`src/rtl/isdn_tdm_cfg.svh`:
```
// Constants for the link slot interface: offsets, fields, resets, frame layout, timing
`ifndef ISDN_TDM_CFG_SVH
`define ISDN_TDM_CFG_SVH

// ----------------------------------------------------------------
// Register map: byte address = {channel, register index}
// ----------------------------------------------------------------
`define REG_CTRL         2'h0
`define REG_MASK         2'h1
`define REG_TX_DATA      2'h2
`define REG_RX_DATA      2'h3
`define ADDR_CHAN_BIT    2
`define ADDR_UNMAPPED    3

// ----------------------------------------------------------------
// Control/status register fields
// ----------------------------------------------------------------
`define CTRL_SEL_LSB     0
`define CTRL_SEL_MSB     1
`define CTRL_TRANSP      2
`define CTRL_IDLE_ONE    3
`define CTRL_TX_EN       4
`define STAT_TX_FULL     5
`define STAT_RX_FULL     6
`define STAT_RX_OVR      7

// ----------------------------------------------------------------
// Reset values
// ----------------------------------------------------------------
`define RST_CTRL         5'h00
`define RST_MASK         8'h00
`define RST_TX_DATA      8'hFF

// ----------------------------------------------------------------
// Frame layout, bit numbers 1..20
// ----------------------------------------------------------------
`define FRAME_BITS       5'd20
`define POS_ARMED        5'd0
`define POS_IDLE         5'd21
`define BEARER_ONE_FIRST 5'd1
`define BEARER_ONE_LAST  5'd8
`define D_BIT_FIRST      5'd9
`define BEARER_TWO_FIRST 5'd11
`define BEARER_TWO_LAST  5'd18
`define D_BIT_SECOND     5'd19

// ----------------------------------------------------------------
// Timing
// ----------------------------------------------------------------
`define FRAME_PERIOD_US  125
`define CLK_PERIOD_NS    5
`define FRAME_CYCLES     ((`FRAME_PERIOD_US * 1000) / `CLK_PERIOD_NS)

`endif

```
`src/rtl/isdn_tdm_pkg.sv`:
```
// Types and slot decode helpers for the link slot interface
`include "isdn_tdm_cfg.svh"

package isdn_tdm_pkg;

  // ----------------------------------------------------------------
  // Types
  // ----------------------------------------------------------------
  typedef enum logic [1:0] {
    SEL_OFF,
    SEL_BEARER_ONE,
    SEL_BEARER_TWO,
    SEL_D
  } slot_sel_t;

  typedef struct packed {
    logic      tx_enable;
    logic      idle_one;
    logic      transparent;
    slot_sel_t slot_sel;
  } chan_ctrl_t;

  typedef struct packed {
    logic       hit;
    logic [2:0] idx;
  } slot_hit_t;

  // ----------------------------------------------------------------
  // Which channel bit a frame position carries, if any
  // ----------------------------------------------------------------
  function automatic slot_hit_t slot_decode(input slot_sel_t sel, input logic [4:0] pos);
    slot_hit_t r;
    r = '0;
    case (sel)
      SEL_BEARER_ONE: begin
        r.hit = (pos >= `BEARER_ONE_FIRST) && (pos <= `BEARER_ONE_LAST);
        r.idx = 3'(pos - `BEARER_ONE_FIRST);
      end
      SEL_BEARER_TWO: begin
        r.hit = (pos >= `BEARER_TWO_FIRST) && (pos <= `BEARER_TWO_LAST);
        r.idx = 3'(pos - `BEARER_TWO_FIRST);
      end
      SEL_D: begin
        r.hit = (pos == `D_BIT_FIRST) || (pos == `D_BIT_SECOND);
        r.idx = (pos == `D_BIT_SECOND) ? 3'h1 : 3'h0;
      end
      default: r = '0;
    endcase
    return r;
  endfunction : slot_decode

  // ----------------------------------------------------------------
  // Slot bit that closes a transparent byte, from the single zero
  // ----------------------------------------------------------------
  function automatic logic [2:0] byte_end_idx(input logic [7:0] mask);
    logic [2:0] align;
    align = 3'h0;
    for (int i = 0; i < 8; i++) begin
      if (!mask[i]) begin
        align = 3'(7 - i);
      end
    end
    // The seventh slot bit opens the byte for zero alignment, so the
    // byte closes one slot bit before that
    return 3'(align + 3'h5);
  endfunction : byte_end_idx

endpackage : isdn_tdm_pkg

```
`src/rtl/isdn_tdm_slot_interface.sv`:
```
// Two-channel serial slot interface for the 20-bit interchip link frame

module isdn_tdm_slot_interface
  import isdn_tdm_pkg::*;
(
  input  wire logic       i_clk,
  input  wire logic       i_rst,
  input  wire logic       i_ce,
  input  wire logic [3:0] i_addr,
  input  wire logic [7:0] i_wdata,
  input  wire logic       i_wr,
  input  wire logic       i_rd,
  output logic      [7:0] o_rdata,
  input  wire logic       i_link_bit_clock,
  input  wire logic       i_link_frame_sync,
  input  wire logic       i_link_rx_in,
  input  wire logic       i_d_channel_grant,
  output logic            o_link_tx_out,
  output logic            o_link_tx_oe_n,
  output logic            o_d_channel_request
);

  // ----------------------------------------------------------------
  // Pin synchronisers and bit clock edge detect
  // ----------------------------------------------------------------
  logic [3:0] pin_meta;
  logic [3:0] pin_sync;
  logic       clk_last;
  logic       clk_now;
  logic       sync_now;
  logic       rx_now;
  logic       grant_now;
  logic       bit_rise;
  logic       bit_fall;

  // Two stages on every pin; only the second stage feeds logic
  always_ff @(posedge i_clk or posedge i_rst) begin
    if (i_rst) begin
      pin_meta <= 4'h0;
      pin_sync <= 4'h0;
      clk_last <= 1'b0;
    end else if (i_ce) begin
      pin_meta <= {i_d_channel_grant, i_link_rx_in, i_link_frame_sync, i_link_bit_clock};
      pin_sync <= pin_meta;
      clk_last <= pin_sync[0];
    end
  end

  assign clk_now   = pin_sync[0];
  assign sync_now  = pin_sync[1];
  assign rx_now    = pin_sync[2];
  assign grant_now = pin_sync[3];
  assign bit_rise  = i_ce & clk_now & ~clk_last;   // Transmit launch edge
  assign bit_fall  = i_ce & ~clk_now & clk_last;   // Receive sample edge

  // ----------------------------------------------------------------
  // Frame bit position
  // ----------------------------------------------------------------
  logic [4:0] pos;
  logic [4:0] next_pos;

  // Sync sampled mid-period arms the count; stops at idle after bit 20
  assign next_pos = (pos == `POS_IDLE) ? `POS_IDLE : 5'(pos + 5'd1);

  always_ff @(posedge i_clk or posedge i_rst) begin
    if (i_rst) begin
      pos <= `POS_IDLE;
    end else if (bit_fall && sync_now) begin
      pos <= `POS_ARMED;
    end else if (bit_rise) begin
      pos <= next_pos;
    end
  end

  // ----------------------------------------------------------------
  // Per-channel registers and shifters
  // ----------------------------------------------------------------
  chan_ctrl_t ctrl      [2];
  logic [7:0] mask      [2];
  logic [7:0] tx_hold   [2];
  logic       tx_full   [2];
  logic [7:0] rx_data   [2];
  logic       rx_full   [2];
  logic       rx_ovr    [2];
  logic [7:0] rx_sr     [2];
  logic [7:0] tx_sr     [2];
  logic [2:0] bit_cnt   [2];
  logic       byte_sync [2];
  logic       tx_drive  [2];
  logic       tx_bit    [2];
  logic       d_want    [2];

  genvar c;
  generate
    for (c = 0; c < 2; c++) begin : g_chan
      slot_hit_t rx_hit;
      slot_hit_t tx_hit;
      logic      bearer;
      logic      transp;
      logic      rx_masked;
      logic      tx_masked;
      logic      rx_take;
      logic      tx_slot;
      logic      sel_me;
      logic      wr_me;
      logic      rd_me;

      assign sel_me = (i_addr[`ADDR_CHAN_BIT] == 1'(c)) && !i_addr[`ADDR_UNMAPPED];
      assign wr_me  = i_ce & i_wr & sel_me;
      assign rd_me  = i_ce & i_rd & sel_me;

      // Slot decode for the bit being sampled and for the bit about to launch
      assign rx_hit = slot_decode(ctrl[c].slot_sel, pos);
      assign tx_hit = slot_decode(ctrl[c].slot_sel, next_pos);
      assign bearer = (ctrl[c].slot_sel == SEL_BEARER_ONE) ||
                      (ctrl[c].slot_sel == SEL_BEARER_TWO);
      // Transparent request is refused on the D-channel
      assign transp = ctrl[c].transparent & bearer;
      // Mask gates bits only in framed bearer use; transparent uses it as alignment
      assign rx_masked = bearer & ~transp & mask[c][rx_hit.idx];
      assign tx_masked = bearer & ~transp & mask[c][tx_hit.idx];
      assign rx_take   = bit_fall & rx_hit.hit & ~rx_masked;
      // Byte sync fires on the falling edge, half a bit past the slot boundary
      assign byte_sync[c] = rx_take &
        (transp ? (rx_hit.idx == byte_end_idx(mask[c])) : (bit_cnt[c] == 3'h7));
      // D bits go out only while the transceiver grants the channel
      assign tx_slot = tx_hit.hit & ctrl[c].tx_enable &
                       ((ctrl[c].slot_sel != SEL_D) | grant_now);
      assign tx_drive[c] = bit_rise & tx_slot & (~tx_masked | ctrl[c].idle_one);
      assign tx_bit[c]   = tx_masked ? 1'b1 : tx_sr[c][0];
      assign d_want[c]   = (ctrl[c].slot_sel == SEL_D) & ctrl[c].tx_enable & tx_full[c];

      // Control and mask registers
      always_ff @(posedge i_clk or posedge i_rst) begin
        if (i_rst) begin
          ctrl[c] <= `RST_CTRL;
          mask[c] <= `RST_MASK;
        end else if (wr_me && i_addr[1:0] == `REG_CTRL) begin
          ctrl[c] <= i_wdata[`CTRL_TX_EN:`CTRL_SEL_LSB];
        end else if (wr_me && i_addr[1:0] == `REG_MASK) begin
          mask[c] <= i_wdata;
        end
      end

      // Transmit holding byte; a software write beats the sync that empties it
      always_ff @(posedge i_clk or posedge i_rst) begin
        if (i_rst) begin
          tx_hold[c] <= `RST_TX_DATA;
          tx_full[c] <= 1'b0;
        end else if (wr_me && i_addr[1:0] == `REG_TX_DATA) begin
          tx_hold[c] <= i_wdata;
          tx_full[c] <= 1'b1;
        end else if (byte_sync[c]) begin
          tx_full[c] <= 1'b0;
        end
      end

      // Receive shifter, LSB first; completed bytes land in the data register
      always_ff @(posedge i_clk or posedge i_rst) begin
        if (i_rst) begin
          rx_sr[c]   <= 8'h00;
          rx_data[c] <= 8'h00;
          bit_cnt[c] <= 3'h0;
        end else if (rx_take) begin
          rx_sr[c]   <= {rx_now, rx_sr[c][7:1]};
          bit_cnt[c] <= byte_sync[c] ? 3'h0 : 3'(bit_cnt[c] + 3'h1);
          if (byte_sync[c]) begin
            rx_data[c] <= {rx_now, rx_sr[c][7:1]};
          end
        end
      end

      // Receive flags; the hardware set wins over a clearing read
      always_ff @(posedge i_clk or posedge i_rst) begin
        if (i_rst) begin
          rx_full[c] <= 1'b0;
          rx_ovr[c]  <= 1'b0;
        end else if (byte_sync[c]) begin
          rx_full[c] <= 1'b1;
          rx_ovr[c]  <= rx_ovr[c] | (rx_full[c] & ~(rd_me && i_addr[1:0] == `REG_RX_DATA));
        end else if (rd_me && i_addr[1:0] == `REG_RX_DATA) begin
          rx_full[c] <= 1'b0;
          rx_ovr[c]  <= 1'b0;
        end
      end

      // Transmit shifter: reload on sync, shift one bit per active launch.
      // An empty holding register sends all ones rather than stale data.
      always_ff @(posedge i_clk or posedge i_rst) begin
        if (i_rst) begin
          tx_sr[c] <= `RST_TX_DATA;
        end else if (byte_sync[c]) begin
          tx_sr[c] <= tx_full[c] ? tx_hold[c] : `RST_TX_DATA;
        end else if (bit_rise && tx_slot && !tx_masked) begin
          tx_sr[c] <= {1'b1, tx_sr[c][7:1]};
        end
      end
    end
  endgenerate

  // ----------------------------------------------------------------
  // Shared link pins
  // ----------------------------------------------------------------
  // Channel 0 takes the pin if both claim a bit; software keeps them apart
  always_ff @(posedge i_clk or posedge i_rst) begin
    if (i_rst) begin
      o_link_tx_out  <= 1'b1;
      o_link_tx_oe_n <= 1'b1;
    end else if (bit_rise) begin
      o_link_tx_oe_n <= ~(tx_drive[0] | tx_drive[1]);
      o_link_tx_out  <= tx_drive[0] ? tx_bit[0] : (tx_drive[1] ? tx_bit[1] : 1'b1);
    end
  end

  // D-channel request while a byte waits to go out
  always_ff @(posedge i_clk or posedge i_rst) begin
    if (i_rst) begin
      o_d_channel_request <= 1'b0;
    end else if (i_ce) begin
      o_d_channel_request <= d_want[0] | d_want[1];
    end
  end

  // ----------------------------------------------------------------
  // Register read port, data one cycle after the strobe
  // ----------------------------------------------------------------
  logic ch;
  assign ch = i_addr[`ADDR_CHAN_BIT];

  always_ff @(posedge i_clk or posedge i_rst) begin
    if (i_rst) begin
      o_rdata <= 8'h00;
    end else if (i_ce) begin
      o_rdata <= 8'h00;
      if (i_rd && !i_addr[`ADDR_UNMAPPED]) begin
        case (i_addr[1:0])
          `REG_CTRL:    o_rdata <= {rx_ovr[ch], rx_full[ch], tx_full[ch], ctrl[ch]};
          `REG_MASK:    o_rdata <= mask[ch];
          `REG_TX_DATA: o_rdata <= tx_hold[ch];
          `REG_RX_DATA: o_rdata <= rx_data[ch];
          default:      o_rdata <= 8'h00;
        endcase
      end
    end
  end

  // ----------------------------------------------------------------
  // Checks
  // ----------------------------------------------------------------
  // Alias so the D-channel check reads a plain net, not a hierarchical one
  logic rx_take_d0;
  assign rx_take_d0 = g_chan[0].rx_take;
endmodule : isdn_tdm_slot_interface

```
`config.mk`:
```
export PLATFORM = sky130hd
export DESIGN_NAME = isdn_tdm_slot_interface
export DESIGN_NICKNAME = d
export VERILOG_FILES = /design/src/rtl/isdn_tdm_pkg.sv /design/src/rtl/isdn_tdm_slot_interface.sv
export VERILOG_INCLUDE_DIRS = /design/src /design/src/rtl
export SDC_FILE = /design/constraint.sdc
export NUM_CORES = 1
export LEC_CHECK = 0
export BUFFER_PORTS_ARGS = -buffer_cell sky130_fd_sc_hd__buf_2
export CORE_UTILIZATION = 40
export CTS_CLUSTER_SIZE = 24
export DETAILED_ROUTE_END_ITERATION = 10
export PLACE_DENSITY_LB_ADDON = 0.08
export SETUP_SLACK_MARGIN = 0.05
export SKIP_LAST_GASP = 1
export SLEW_MARGIN = 20
export SYNTH_ARGS = -nofsm -noshare
export SYNTH_HDL_FRONTEND = slang
export SYNTH_SLANG_ARGS = --single-unit
```
`constraint.sdc`:
```
create_clock -name i_clk -period 4.6 [get_ports i_clk]
set_input_delay 0.23 -clock i_clk [delete_from_list [all_inputs] [get_ports i_clk]]
set_output_delay 0.23 -clock i_clk [all_outputs]
set_load 0.01 [all_outputs]
```
==> flow_summary.toml <==
[yosys]
synthCells = 651
synth.cell_area_um2 = 7300
synth_top_area_cell = "dfrtp_1"
syn_nets = 694
synth.most_common_cell = "dfrtp_1"
synthFlopType = "dfrtp_1"
ys_async_sr_fraction_pct = 100
avgSynthCellArea_um2 = 11.2
synth_cell_types = 85
yosysWarnings = 0
yosysSeqAreaShare_pct = 43.5
synth.top_cells.by_count = "dfrtp_1, mux2_2, nand2_1, dfstp_2, nor2_1"
synthTopCellsByArea = "dfrtp_1, dfstp_2, mux2_2"
synth_seq_cells = 125
synth-edff-count = 0
synth_top_cell_area_share_pct = 30.2

[power]
p_int_uw = 2780
seqPwrFrac_pct = 35.3
p_total_uw = 4340
power.density_nw_per_um2 = 525
leakage_uw = 0.00357
switching_share_pct = 35.9
p_switching_uw = 1550
power.share.combinational_pct = 32.2
ir_drop_mv = 0.271
power_frac_clock_pct = 32.5

[timing]
worstMarginPinSlew_ns = 1.08
setup-violations-final = 0
rsz0062_at_grt = "false"
slew_violations = 0
clock_skew_ns = 0.00869
fmaxAchievable_ghz = 0.241
hold_viol = 0
fin_setup_tns_ns = 0
fin_hold_ws_ns = 0.0452
layout_min_cycle_time_ns = 4.14
fin_crit_sh_pct = 90.1
slew_headroom_pct = 27.4

[worst_setup_path]
end_kind = "register"
start_kind = "register"
worstPathArrival_ns = 4.49
criticalPathCategory = "reg2reg"
critPathRequiredTime_ns = 4.94
startpoint = "pos[0]"
cp_cell_sequence = "ha_1 > nand4b_1 > nand2_1 > ha_1 > inv_1 > o41a_1 > o21ai_0 > a2111oi_4 > nor3b_2 > mux2i_1 > mux2i_1"
cpPeakStageDelay_ns = 0.88
critical_path.slowest_cell = "nor3b_2"
reg2reg_from = "pos[0]"
crit_fanout = 15

[clocking]
postCtsSetupRepairBufs = 0
cts_buffer_depth = 2
clk_latency_ns = 0.41
cts_root_buf = "clkbuf_16"
cts.clk_slew.worst_paths_ns = 0.06
cts.sinks = 125
cts_tree = "done"
cts_buffers = 17
cts_resized = 0
cts_hold_buf = 1
h-tree-depth = 4

[cells_and_area]
fin_cells = 923
diodes = 0
fillers = 1677
synthToLayoutAreaGrowth_pct = 13.2
drive_gt1_share_pct = 32.4
finish.net_count = 724

[worst_hold_path]
holdCritPathClass = "in2reg"
hp-start = "i_link_bit_clock"

[floorplan]
start_util_pct = 40.8
die_area_um2 = 18800
die_w_um = 137
io_pins = 32
die_h_um = 137
coreArea_um2 = 17900
placementRows = 49

[global_routing]
antenna_found_initial = 0
grt_pass1_wl_um = 30800
grt.overflow.total = 0
grt_pass1_vias = 5318
grt_max_degree = 52
track_usage_pct = 22.3

[placement]
dp.cells = 890
io_buffers = 31
gp_congestion = 0.927
dpl.hpwl_um = 14500

[drt]
wl_per_cell_um = 20.9
dr.pass1.iters = 5
antenna_left = 0
drt_iter0_markers = 306
vias = 5365
drt-vias-per-instance = 5.81
totalWireLength_um = 19300
drcViolationCount = 0

[outcome]
outcome = "finished, final reports clean"

[job]
cap_violations = 0
## critical path, delay by kind of cell, from the launching register on
family | cells | cell delay, ns
adders and majority gates | 2 | 0.55
AOI/OAI and AO/OA | 3 | 0.93
buffers and inverters | 1 | 0.12
muxes | 2 | 0.35
DFF | 1 | 0.65
and+or+nand+nor | 3 | 1.46
## placed cells by master, fill, tap and decap left out, drive strengths merged, types with 5 or more instances in the layout
| cell | count |
|---|---|
| dfstp | 37 |
| buf | 40 |
| clkbuf | 18 |
| o21ai | 27 |
| xnor2 | 7 |
| xor2 | 6 |
| nand3 | 9 |
| a21oi | 33 |
| o2bb2ai | 10 |
| mux2 | 78 |
| nor3 | 6 |
| nand2b | 16 |
| inv | 33 |
| a31oi | 9 |
| a221oi | 5 |
| mux4 | 12 |
| a22o | 5 |
| dfrtp | 88 |
| nor2b | 8 |
| nor3b | 13 |
| a22oi | 14 |
| ha | 22 |
| o211ai | 5 |
| a211oi | 6 |
| nand2 | 48 |
| nor2 | 36 |
| mux2i | 24 |
## stage by stage
step / utilization, % / setup WS, ns / cell area (um^2)
after floorplan: - / 1.10 / 7300
after global placement: 42.6 / 0.646 / 7630
after detailed placement: 42.6 / 0.488 / 7630
after CTS: 46.2 / 0.495 / 8260
after global routing: 46.2 / 0.157 / 8260
final: 46.2 / 0.455 / 8260
## sequential cells by signal, summed over array words and instances, names as in the netlist, 4 cells and up
signal    cells
bit_cnt       6
pos           5
ctrl         10
rx_data      16
pin_sync      4
o_rdata       8
mask         16
rx_sr        14
tx_hold      16
pin_meta      4
tx_sr        16
## power groups by stage
stage	registers (uW)	logic [uW]	clock network, uW
2_1_floorplan	1410	1150	0
3_3_place_gp	1530	1380	0
3_5_place_dp	1540	1380	0
4_1_cts	1520	1390	1440
5_1_grt	1560	1540	1490
6_report	1530	1400	1410
## logic make-up after synthesis
group / synth area share, %
and+or+nand+nor: 12.4
AOI/OAI and AO/OA: 15.4
DFF: 43.5
muxes: 19.3
buffers and inverters: 3.98
adders and majority gates: 3.77
xor gates and xnor gates: 1.56
## path summary, 6_finish.rpt
| kind | slack [ns] | endpoint | cells past startpoint |
|---|---|---|---|
| hold reg to reg | 0.49 | o_rdata[7] | 1 |
| setup reg to reg | 0.46 | tx_sr[0] | 11 |
| setup / recovery | 0.46 | tx_sr[0] | 11 |
| hold / removal | 0.05 | pin_meta[0] | 2 |
| max in group asynchronous | 3.11 | mask[15] | 4 |
| min in group asynchronous | 0.40 | rx_sr[11] | 3 |
## area by class of cell
type                            instances  area (um^2)  share of cell area, %
Clock buffer                           18          439                   5.31
Inverter                               29          111                   1.35
Multi-Input combinational cell        467         3840                   46.4
Clock inverter                         14          184                   2.23
Sequential cell                       125         3170                   38.4
Timing Repair Buffer                   41          233                   2.82
Tap cell                              229          287                   3.47
## routing by layer
| layer | vias up | track usage, % | wire [um] |
|---|---|---|---|
| met5 | - | 0 | 0 |
| met4 | 0 | 7.75 | 427 |
| met3 | 24 | 4.41 | 730 |
| met2 | 126 | 35.1 | 9200 |
| met1 | 2739 | 30.4 | 8970 |
| li1 | 2476 | - | - |
No activity file was read; power rests on OpenSTA's default activity.
